`src/inc/fbg_pkg.sv`:
```
package fbg_pkg;
  localparam logic [7:0] FBG_PORT_DRIVE  = 8'hF3;
  localparam logic [7:0] FBG_PORT_STATUS = 8'hF4;
  localparam logic [7:0] FBG_PORT_TRACK  = 8'hF5;
  localparam logic [7:0] FBG_PORT_SECTOR = 8'hF6;
  localparam logic [7:0] FBG_PORT_DATA   = 8'hF7;
  localparam logic [7:0] FBG_CTRL_RESET  = 8'h00;
  localparam logic [7:0] FBG_PRECOMP_TRK = 8'h2B;
  localparam logic [7:0] FBG_VECTOR_DEF  = 8'h36;
  localparam int         FBG_BIT_SIDE    = 4;
  localparam int         FBG_BIT_SIZE    = 5;
  localparam int         FBG_BIT_SDEN    = 6;
  localparam int         FBG_BIT_WAIT    = 7;

  typedef enum logic [1:0] {
    FBG_SIZE_8IN,
    FBG_SIZE_5IN,
    FBG_SIZE_SOFT
  } fbg_size_strap_e;

  typedef struct packed {
    logic       wait_enable;
    logic       single_density_select;
    logic       size_5in;
    logic       side1;
    logic [3:0] drive_select;
  } fbg_ctrl_s;

  typedef struct packed {
    logic       cs;
    logic       rd;
    logic       wr;
    logic [1:0] addr;
    logic [7:0] wdata;
  } fbg_fdc_bus_s;
endpackage

```
`src/verilog/fbg_glue.sv`:
```
`timescale 1ns/100ps
`default_nettype none
// Overview of operation
// - The decoder answers I/O ports F3H to F7H and ignores all other ports.
// - Ports F4H to F7H pass to the formatter: status/command, track, sector, data.
// - Writing F3H latches drive selects, side, 5.25 size, single density, waits.
// - Reading F3H returns the latched bits, with D5 the strap-selected size and D7 flagging a one-sided disk.
// - Precompensation is on only in double density above track 43.
// - The interrupt vector comes from eight jumpers, fitted reads one, 0036H.
// - Disk size comes from a strap, or with soft strap from the latch size bit.
// - Priority chain: open input means highest, output feeds the next board.
// - Up to four drives of mixed size, one selected at a time.
module fbg_glue
  import fbg_pkg::*;
(
  input  wire logic            mclk,
  input  wire logic            reset,
  input  wire logic [7:0]      port_addr,
  input  wire logic            io_rd,
  input  wire logic            io_wr,
  input  wire logic [7:0]      io_wdata,
  input  wire logic            int_ack,
  input  wire logic            fdc_irq,
  input  wire logic [7:0]      fdc_rdata,
  input  wire logic [7:0]      fdc_track_now,
  input  wire logic            one_sided_disk,
  input  wire logic [7:0]      vector_jumpers,
  input  wire fbg_pkg::fbg_size_strap_e size_strap,
  input  wire logic            prio_in_n,
  output logic [7:0]           io_rdata,
  output logic                 io_rdata_valid,
  output logic [7:0]           vector_out,
  output logic                 vector_valid,
  output logic                 int_req,
  output logic                 prio_out_n,
  output fbg_pkg::fbg_fdc_bus_s fdc_bus,
  output logic [3:0]           drive_select,
  output logic                 side1,
  output logic                 size_5in,
  output logic                 single_density_select,
  output logic                 wait_enable,
  output logic                 precomp_enable
);
  import fbg_pkg::*;

  fbg_ctrl_s  ctrl_reg;
  logic       hit_drive;
  logic       hit_fdc;
  logic [1:0] fdc_reg;
  logic       size_next;
  logic [3:0] sel_next;

  fbg_decode u_dec (
    .port_addr (port_addr),
    .hit_drive (hit_drive),
    .hit_fdc   (hit_fdc),
    .fdc_reg   (fdc_reg)
  );

  // Only the lowest requested select bit survives, so one drive at a time.
  always_comb begin
    sel_next = io_wdata[3:0] & (~io_wdata[3:0] + 4'h1);
  end

  always_ff @(posedge mclk or posedge reset) begin
    if (reset) begin
      ctrl_reg <= fbg_ctrl_s'(FBG_CTRL_RESET);
    end else if (io_wr && hit_drive) begin
      ctrl_reg.drive_select          <= sel_next;
      ctrl_reg.side1                 <= io_wdata[FBG_BIT_SIDE];
      ctrl_reg.size_5in              <= io_wdata[FBG_BIT_SIZE];
      ctrl_reg.single_density_select <= io_wdata[FBG_BIT_SDEN];
      ctrl_reg.wait_enable           <= io_wdata[FBG_BIT_WAIT];
    end
  end

  always_comb begin
    unique case (size_strap)
      FBG_SIZE_8IN:  size_next = 1'b0;
      FBG_SIZE_5IN:  size_next = 1'b1;
      FBG_SIZE_SOFT: size_next = ctrl_reg.size_5in;
      default:       size_next = 1'b0;
    endcase
  end

  always_ff @(posedge mclk or posedge reset) begin
    if (reset) begin
      drive_select          <= 4'h0;
      side1                 <= 1'b0;
      size_5in              <= 1'b0;
      single_density_select <= 1'b0;
      wait_enable           <= 1'b0;
      precomp_enable        <= 1'b0;
    end else begin
      drive_select          <= ctrl_reg.drive_select;
      side1                 <= ctrl_reg.side1;
      size_5in              <= size_next;
      single_density_select <= ctrl_reg.single_density_select;
      wait_enable           <= ctrl_reg.wait_enable;
      precomp_enable        <= !ctrl_reg.single_density_select &&
                               (fdc_track_now > FBG_PRECOMP_TRK);
    end
  end

  always_ff @(posedge mclk or posedge reset) begin
    if (reset) begin
      fdc_bus <= '0;
    end else begin
      fdc_bus.cs    <= (io_rd || io_wr) && hit_fdc;
      fdc_bus.rd    <= io_rd && hit_fdc;
      fdc_bus.wr    <= io_wr && hit_fdc;
      fdc_bus.addr  <= fdc_reg;
      fdc_bus.wdata <= io_wdata;
    end
  end

  // Drive port reads answer one edge after the request; formatter reads
  // answer one edge after the registered strobe, two after the request.
  always_ff @(posedge mclk or posedge reset) begin
    if (reset) begin
      io_rdata       <= 8'h00;
      io_rdata_valid <= 1'b0;
    end else begin
      io_rdata_valid <= (io_rd && hit_drive) ||
                        fdc_bus.rd;
      if (io_rd && hit_drive) begin
        io_rdata <= {one_sided_disk, ctrl_reg.single_density_select,
                     size_next, ctrl_reg.side1,
                     ctrl_reg.drive_select};
      end else if (fdc_bus.rd) begin
        io_rdata <= fdc_rdata;
      end else begin
        io_rdata <= 8'h00;
      end
    end
  end

  always_ff @(posedge mclk or posedge reset) begin
    if (reset) begin
      int_req      <= 1'b0;
      prio_out_n   <= 1'b1;
      vector_out   <= 8'h00;
      vector_valid <= 1'b0;
    end else begin
      int_req      <= fdc_irq && !prio_in_n;
      prio_out_n   <= !(!prio_in_n && !fdc_irq);
      vector_valid <= int_ack && fdc_irq && !prio_in_n;
      vector_out   <= (int_ack && fdc_irq && !prio_in_n) ?
                      vector_jumpers : 8'h00;
    end
  end

  // Checks sample one or two edges after the request, as the outputs do.
  a_ignore_other: assert property (@(posedge mclk)
    disable iff (reset)
    (io_rd && !(hit_drive || hit_fdc) && !fdc_bus.rd) |=>
      !io_rdata_valid)
    else $error("read of unmapped port answered");
  a_decode_range: assert property (@(posedge mclk)
    disable iff (reset)
    (port_addr < FBG_PORT_DRIVE || port_addr > FBG_PORT_DATA) |->
      !hit_drive && !hit_fdc)
    else $error("unmapped port decoded");
  a_fdc_pass: assert property (@(posedge mclk)
    disable iff (reset)
    (io_wr && hit_fdc) |=> fdc_bus.wr && fdc_bus.cs)
    else $error("formatter write not passed");
  a_fdc_read_valid: assert property (@(posedge mclk)
    disable iff (reset)
    (io_rd && hit_fdc) |=> ##1 io_rdata_valid)
    else $error("formatter read not answered");
  a_cmd_latch: assert property (@(posedge mclk)
    disable iff (reset)
    (io_wr && hit_drive) |=> ##1 side1 == $past(io_wdata[FBG_BIT_SIDE], 2))
    else $error("side bit not latched");
  a_latch_hold: assert property (@(posedge mclk)
    disable iff (reset)
    !(io_wr && hit_drive) |=> $stable(ctrl_reg))
    else $error("command latch changed without a write");
  a_status_read: assert property (@(posedge mclk)
    disable iff (reset)
    (io_rd && hit_drive) |=> io_rdata[7] == $past(one_sided_disk))
    else $error("one sided flag wrong");
  a_drive_read_valid: assert property (@(posedge mclk)
    disable iff (reset)
    (io_rd && hit_drive) |=> io_rdata_valid)
    else $error("drive status read not answered");
  a_precomp_gate: assert property (@(posedge mclk)
    disable iff (reset)
    precomp_enable |-> !$past(ctrl_reg.single_density_select) &&
      $past(fdc_track_now) > FBG_PRECOMP_TRK)
    else $error("precomp outside double density high tracks");
  a_sden_no_precomp: assert property (@(posedge mclk)
    disable iff (reset)
    ctrl_reg.single_density_select |=> !precomp_enable)
    else $error("precomp on in single density");
  a_vector_out: assert property (@(posedge mclk)
    disable iff (reset)
    vector_valid |-> vector_out == $past(vector_jumpers))
    else $error("vector not from jumpers");
  a_vector_grant: assert property (@(posedge mclk)
    disable iff (reset)
    (int_ack && fdc_irq && !prio_in_n) |=> vector_valid)
    else $error("vector not given on acknowledge");
  a_size_strap: assert property (@(posedge mclk)
    disable iff (reset)
    (size_strap == FBG_SIZE_8IN) |=> !size_5in)
    else $error("8 inch strap ignored");
  a_strap_5in: assert property (@(posedge mclk)
    disable iff (reset)
    (size_strap == FBG_SIZE_5IN) |=> size_5in)
    else $error("5.25 inch strap ignored");
  a_prio_chain: assert property (@(posedge mclk)
    disable iff (reset)
    prio_in_n |=> !int_req && prio_out_n)
    else $error("priority chain violated");
  a_int_req_gate: assert property (@(posedge mclk)
    disable iff (reset)
    (fdc_irq && !prio_in_n) |=> int_req)
    else $error("granted request not raised");
  a_prio_pass: assert property (@(posedge mclk)
    disable iff (reset)
    (!prio_in_n && !fdc_irq) |=> !prio_out_n)
    else $error("idle board did not pass priority");
  a_one_drive: assert property (@(posedge mclk)
    disable iff (reset)
    $onehot0(drive_select))
    else $error("more than one drive selected");
  a_reset_clear: assert property (@(posedge mclk)
    $past(reset) |-> ctrl_reg == fbg_ctrl_s'(FBG_CTRL_RESET))
    else $error("command latch not cleared by reset");
  c_drive_write: cover property (@(posedge mclk) io_wr && hit_drive);
  c_fdc_read: cover property (@(posedge mclk) io_rd && hit_fdc);
  c_precomp: cover property (@(posedge mclk) precomp_enable);
  c_vector: cover property (@(posedge mclk) vector_valid);
  c_prio_pass: cover property (@(posedge mclk) !prio_out_n);
endmodule
`default_nettype wire

```
`src/verilog/fbg_decode.sv`:
```
`timescale 1ns/100ps
`default_nettype none
module fbg_decode
  import fbg_pkg::*;
(
  input  wire logic [7:0] port_addr,
  output logic            hit_drive,
  output logic            hit_fdc,
  output logic [1:0]      fdc_reg
);
  always_comb begin
    hit_drive = (port_addr == FBG_PORT_DRIVE);
    hit_fdc   = (port_addr >= FBG_PORT_STATUS) &&
                (port_addr <= FBG_PORT_DATA);
    fdc_reg   = 2'(port_addr - FBG_PORT_STATUS);
  end
endmodule
`default_nettype wire

```
`config.mk`:
```
export PLATFORM = sky130hd
export DESIGN_NAME = fbg_glue
export DESIGN_NICKNAME = d
export VERILOG_FILES = /design/src/inc/fbg_pkg.sv /design/src/verilog/fbg_glue.sv /design/src/verilog/fbg_decode.sv
export SDC_FILE = /design/constraint.sdc
export NUM_CORES = 1
export LEC_CHECK = 0
export BUFFER_PORTS_ARGS = -buffer_cell sky130_fd_sc_hd__buf_2
export CAP_MARGIN = 15
export CORE_ASPECT_RATIO = 0.8
export CORE_UTILIZATION = 47
export CTS_BUF_LIST = sky130_fd_sc_hd__clkbuf_16
export DETAILED_ROUTE_END_ITERATION = 16
export PLACE_DENSITY_LB_ADDON = 0.25
export SLEW_MARGIN = 5
export SYNTH_ARGS = -nofsm -noshare
export SYNTH_HDL_FRONTEND = slang
export SYNTH_SLANG_ARGS = --single-unit
export TNS_END_PERCENT = 30
```
`constraint.sdc`:
```
create_clock -name mclk -period 2 [get_ports mclk]
set_clock_uncertainty 0.05 [all_clocks]
set_input_delay 0.1 -clock mclk [delete_from_list [all_inputs] [get_ports mclk]]
set_output_delay 0.1 -clock mclk [all_outputs]
set_load 0.01 [all_outputs]
```
* Word-level counts from Yosys, hierarchy flattened
Cells that the tools add are included.
** Word-level totals
- Register bits :: 50
- Bits of input ports :: 50
- Output and inout port bits :: 42
- Logic and storage cells :: 53
** Operators by class
- Add/subtract/negate cells :: 2
- $lt $le $gt $ge :: 3
- Equality and inequality tests :: 3
- Multiplexer cells :: 4
- Bitwise logic cells :: 2
- Reduce and logical (&&, ||, !) cells :: 17
** Operators with widths (count)
- $mux 8 :: 3
- $logic_and 1x1->1 :: 11
- $eq 8x8->1 const B :: 1
- $ge 8x8->1 const B :: 1
- $gt 8x6->1 const B :: 1
- $le 8x8->1 const B :: 1
- $add 4x1->4 const B :: 1
- $and 4x4->4 :: 1
- $logic_not 1->1 :: 4
- $not 4->4 :: 1
- $eq 2x1->1 const B :: 1
- $eq 2x2->1 const B :: 1
- $logic_or 1x1->1 :: 2
- $pmux 1 s2 :: 1
- $sub 2x1->2 const B :: 1

* Logic depth before layout (Yosys ltp)
- Word-level depth :: 3
- Mapped depth :: 5
- Gate-level depth less buffers :: 5

* By module
A second synthesis with hierarchy kept.
** Unflattened totals
- Cell total of the unflattened synthesis :: 124
- Area total of the unflattened synthesis :: 1756.7 um2
** Modules (own cells, without submodules)
- fbg_glue :: instances 1, cells an instance 117, area each 1701.6 um2
- fbg_decode :: instances 1, cells an instance 7, area each 55.1 um2

* Least setup slack after synthesis
OpenSTA, ideal clock, no wires.
- Path kind :: flip-flop to flip-flop
- Start :: reg fdc_bus[11] (netlist name)
- End :: reg io_rdata[5]
- Arrival :: 959 ps
- Required time :: 1825 ps
- Path slack :: 866 ps
- Stages on the path, launching flop included :: 4
- Buffers on the path :: 1
- Period minus slack after synthesis :: 1134 ps
- Path through :: dfrtp_1 -> buf_1 -> and2_1 -> mux2_4
** Between the ends
- Word-level cells in the longest chain between the ends :: 2
** Ends and longest elaborated chain
- from (decl) :: RTL line fbg_glue.sv:36 : output fbg_pkg::fbg_fdc_bus_s fdc_bus,
- $mux 8 :: RTL line fbg_glue.sv:130 : end else if (fdc_bus.rd) begin
- $mux 8 :: RTL line fbg_glue.sv:126 : if (io_rd && hit_drive) begin
- to (signal assigned) :: RTL line fbg_glue.sv:127 : io_rdata <= {one_sided_disk, ctrl_reg.single_density_select,
- to (signal assigned) :: RTL line fbg_glue.sv:131 : io_rdata <= fdc_rdata;
- to (decl) :: RTL line fbg_glue.sv:30 : output logic [7:0] io_rdata,
Every way passes these cells.
A chain may end at the register's enable or synchronous reset.

* Worst setup path after layout
- Start :: in port_addr[1]
- End :: reg ctrl_reg[7] (netlist name)
** Between the ends
- Word-level cells in the longest chain between the ends :: 2
** Ends and longest elaborated chain
- from (decl) :: RTL line fbg_glue.sv:18 : input wire logic [7:0] port_addr,
- $eq 8x8->1 :: RTL line fbg_decode.sv:12 : hit_drive = (port_addr == FBG_PORT_DRIVE);
- $logic_and 1x1->1 :: RTL line fbg_glue.sv:68 : end else if (io_wr && hit_drive) begin
- to (signal assigned) :: RTL line fbg_glue.sv:67 : ctrl_reg <= fbg_ctrl_s'(FBG_CTRL_RESET);
- to (decl) :: RTL line fbg_glue.sv:46 : fbg_ctrl_s ctrl_reg;
Every way passes these cells.

==> results by group <==
Worst setup path
  – Worst reg2reg path depth: 2
  – Crit Path Category: input pin to register
  – Worst Path Required: 2.11 ns
  – Endpoint class of the critical path: register
  – Critical path data arrival time: 1.61 ns
  – Crit path launch type: input pin
  – Flop-to-flop setup slack: 0.87 ns
  – Worst R2R End: io_rdata[5]$_DFF_PP0_
  – Worst-path maximum fanout: 8
  – FF-to-FF Start: fdc_bus[11]$_DFF_PP0_

Placement
  – Port buffer count: 89
  – Hpwl dp: 2730 microns
  – Final GP Congestion: 0.679
  – Placed insts: 248
  – Dpl cell area: 2250 sq um
  – Setup slack at placement: 0.743 ns

Pwr
  – Internal Pwr Total: 1.60 mW
  – Sequential share of power: 52.3%
  – Total power: 2.03 mW
  – Clock network power share: 38.9%
  – Maximum vdd drop: 0.686 mV
  – Combinational share of power: 8.8%
  – Cell Pwr Density: 803 nW/um^2
  – Leak: 1.47 nW
  – Switching Fraction: 21.4%
  – Net Switching: 0.436 mW

STA
  – Slew @ Worst Pin: 0.523 ns
  – Final setup margin: 0.501 ns
  – Fmax: 0.667 GHz
  – Post-route setup TNS: 0 ns
  – Slew Limit Fails: 0
  – Final worst-path cycle share: 74.9%
  – RSZ-0062 raised after global routing: false
  – Final hold violation count: 0
  – Finish-stage setup viols: 0
  – Max_slew headroom: 65.1%
  – Crit path time final: 1.50 ns

Final layout
  – Register area: 1250 sq um
  – Number of diodes: 0
  – Non-Filler Instances: 270
  – Fillers: 272
  – Final Instance Area: 2530 sq um
  – Layout cells sized above 1: 48.2%
  – Layout area overhead: 45.4%
  – Max FFs per register: 13
  – Layout Nets: 279
  – Area of the multi-input gates: 445 sq um
  – Largest register by flop count: fdc_bus

Global routing
  – Initial antenna violation count: 0
  – Gr usage total: 20.1%
  – Total grt overflow: 0
  – Largest net degree at the start of global routing: 27
  – First-pass GRT wire length: 6030 microns
  – Number of global-route vias before repair: 1335

Clock network
  – Post-CTS sizing: 0
  – Clock Latency Late Sink: 0.28 ns
  – CTS buffer count: 5
  – Clock Sink Count: 50
  – H-tree depth: 2
  – # Post-CTS Setup Buffers: 0
  – CTS tree: yes
  – Worst-path clk slew: 0.06 ns
  – Clock tree buffer depth: 2
  – Root buffer cell: clkbuf_16

Logic synthesis
  – Post-synth EDFFs: 0
  – Synth Instances: 118
  – Count of cell types in the netlist: 26
  – Commonest register cell after synthesis: dfrtp_1
  – Yosys reg bits: 50
  – Syn Nets: 170
  – Synth warn: 0
  – Mean Syn Cell Area: 14.8 sq um
  – Syn Std Cell Area: 1740 sq um
  – Share of flip-flops with an asynchronous set or reset: 100%
  – Sequential area share after synthesis: 71.9%

Worst hold path
  – Hold_sp: vector_jumpers[1]
  – Hold path depth: 2
  – Tightest Hold Check Type: input pin to register
  – Hold endpoint: vector_out[1]$_DFF_PP0_

Routing
  – DRC violations left: 0
  – DRT antenna net count: 0
  – Drt via density: 4.79
  – WL/cell: 13.6 microns
  – Total routed wirelength: 3670 microns
  – Detailed Route Iter0 Violations: 48
  – Drt pass-1 iters: 3
  – Routed vias: 1294

Die
  – # IOs: 92
  – FP Rows: 19
  – Die area: 3960 sq um
  – Initial Util: 49.9%
  – Die X: 70.1 microns
  – Core area: 3490 sq um
  – Chip height: 56.5 microns

Job
  – Max cap viols: 0

Status
  – Run status: complete, no violations
repair_timing:
item / in CTS / in global routing
endpoints found under the setup margin: 0 / 0
hold buffers: 14 / 0
endpoints found under the hold margin: 35 / 0
worst max-delay path, stage by stage:
cell and delay [ns]:
dlygate4sd3_1 0.55, buf_2 0.14, and4b_2 0.28, nand3_4 0.18, mux2_2 0.36
logic make-up (layout without fill, tap and decap cells):
group | Yosys count | count (layout) | share of synthesized area, %
flops | 50 | 50 | 71.9
buf+inv | 12 | 122 | 2.58
fa+ha+maj | 2 | 2 | 1.44
simple gates | 34 | 34 | 12.7
mux | 16 | 16 | 9.83
compound gates | 4 | 4 | 1.58
layout by cell type, fill, tap and decap left out, types with 4 or more instances in the layout:
master	count
clkbuf_16	5
nand2_1	8
mux2_2	5
dfrtp_1	49
and2_1	4
buf_2	89
dlygate4sd3_1	14
inv_1	9
and3_1	8
mux2i_1	10
cell usage after synthesis (2+ instances only):
| cell type | instances | share of area [%] |
|---|---|---|
| and3_1 | 8 | 2.9 |
| dfrtp_1 | 49 | 70 |
| inv_1 | 10 | 2.2 |
| mux2i_1 | 10 | 5.7 |
| ha_1 | 2 | 1.4 |
| and4b_2 | 2 | 1.3 |
| nand3_4 | 2 | 2.0 |
| nand2_1 | 8 | 1.7 |
| nor2_1 | 3 | 0.65 |
| mux2_2 | 5 | 3.2 |
| and2_1 | 4 | 1.4 |
routing by layer:
metal  track usage, %  wire, microns
met5                0              0
met4             5.71             38
met3             5.39            219
met2             37.2           2000
met1             22.9           1410
per-stage QoR:
| step | hold slack [ns] | utilization (%) |
|---|---|---|
| finish | 0.00307 | 72.5 |
| floorplan | 0.0814 | - |
| CTS | 0.00166 | 72.5 |
| detailed placement | 0.127 | 64.5 |
| global route | 0.00751 | 72.5 |
| global placement | 0.104 | 64.5 |
power by group through the flow:
stage               registers [mW]  clock network, mW  logic [mW]
finish                        1.06              0.792       0.179
floorplan                     1.10                  0      0.0457
global placement              1.08                  0       0.152
CTS                           1.06              0.803       0.182
detailed placement            1.08                  0       0.161
global route                  1.07              0.844       0.199
worst max path at each step:
stage                       from                       to  slack [ns]  depth (start not counted)
global placement    port_addr[3]    io_rdata[5]$_DFF_PP0_        0.76                          4
finish              port_addr[1]  ctrl_reg[7]$_DFFE_PP0P_        0.50                          5
floorplan                  reset  ctrl_reg[0]$_DFFE_PP0P_        0.65                          1
CTS                 port_addr[0]  ctrl_reg[4]$_DFFE_PP0P_        0.54                          5
detailed placement  port_addr[3]    io_rdata[5]$_DFF_PP0_        0.74                          4
global route        port_addr[0]    io_rdata[5]$_DFF_PP0_        0.47                          5
area by class of cell:
class	instances	area share [%]
well taps	42	2.07
flip-flops and latches	50	49.4
clock buffers	5	4.94
multi-input cells	56	17.6
inverters	10	1.48
repair buffers	104	23.9
clock inverters	3	0.642
Note: power is estimated with default switching activity, not from simulation.
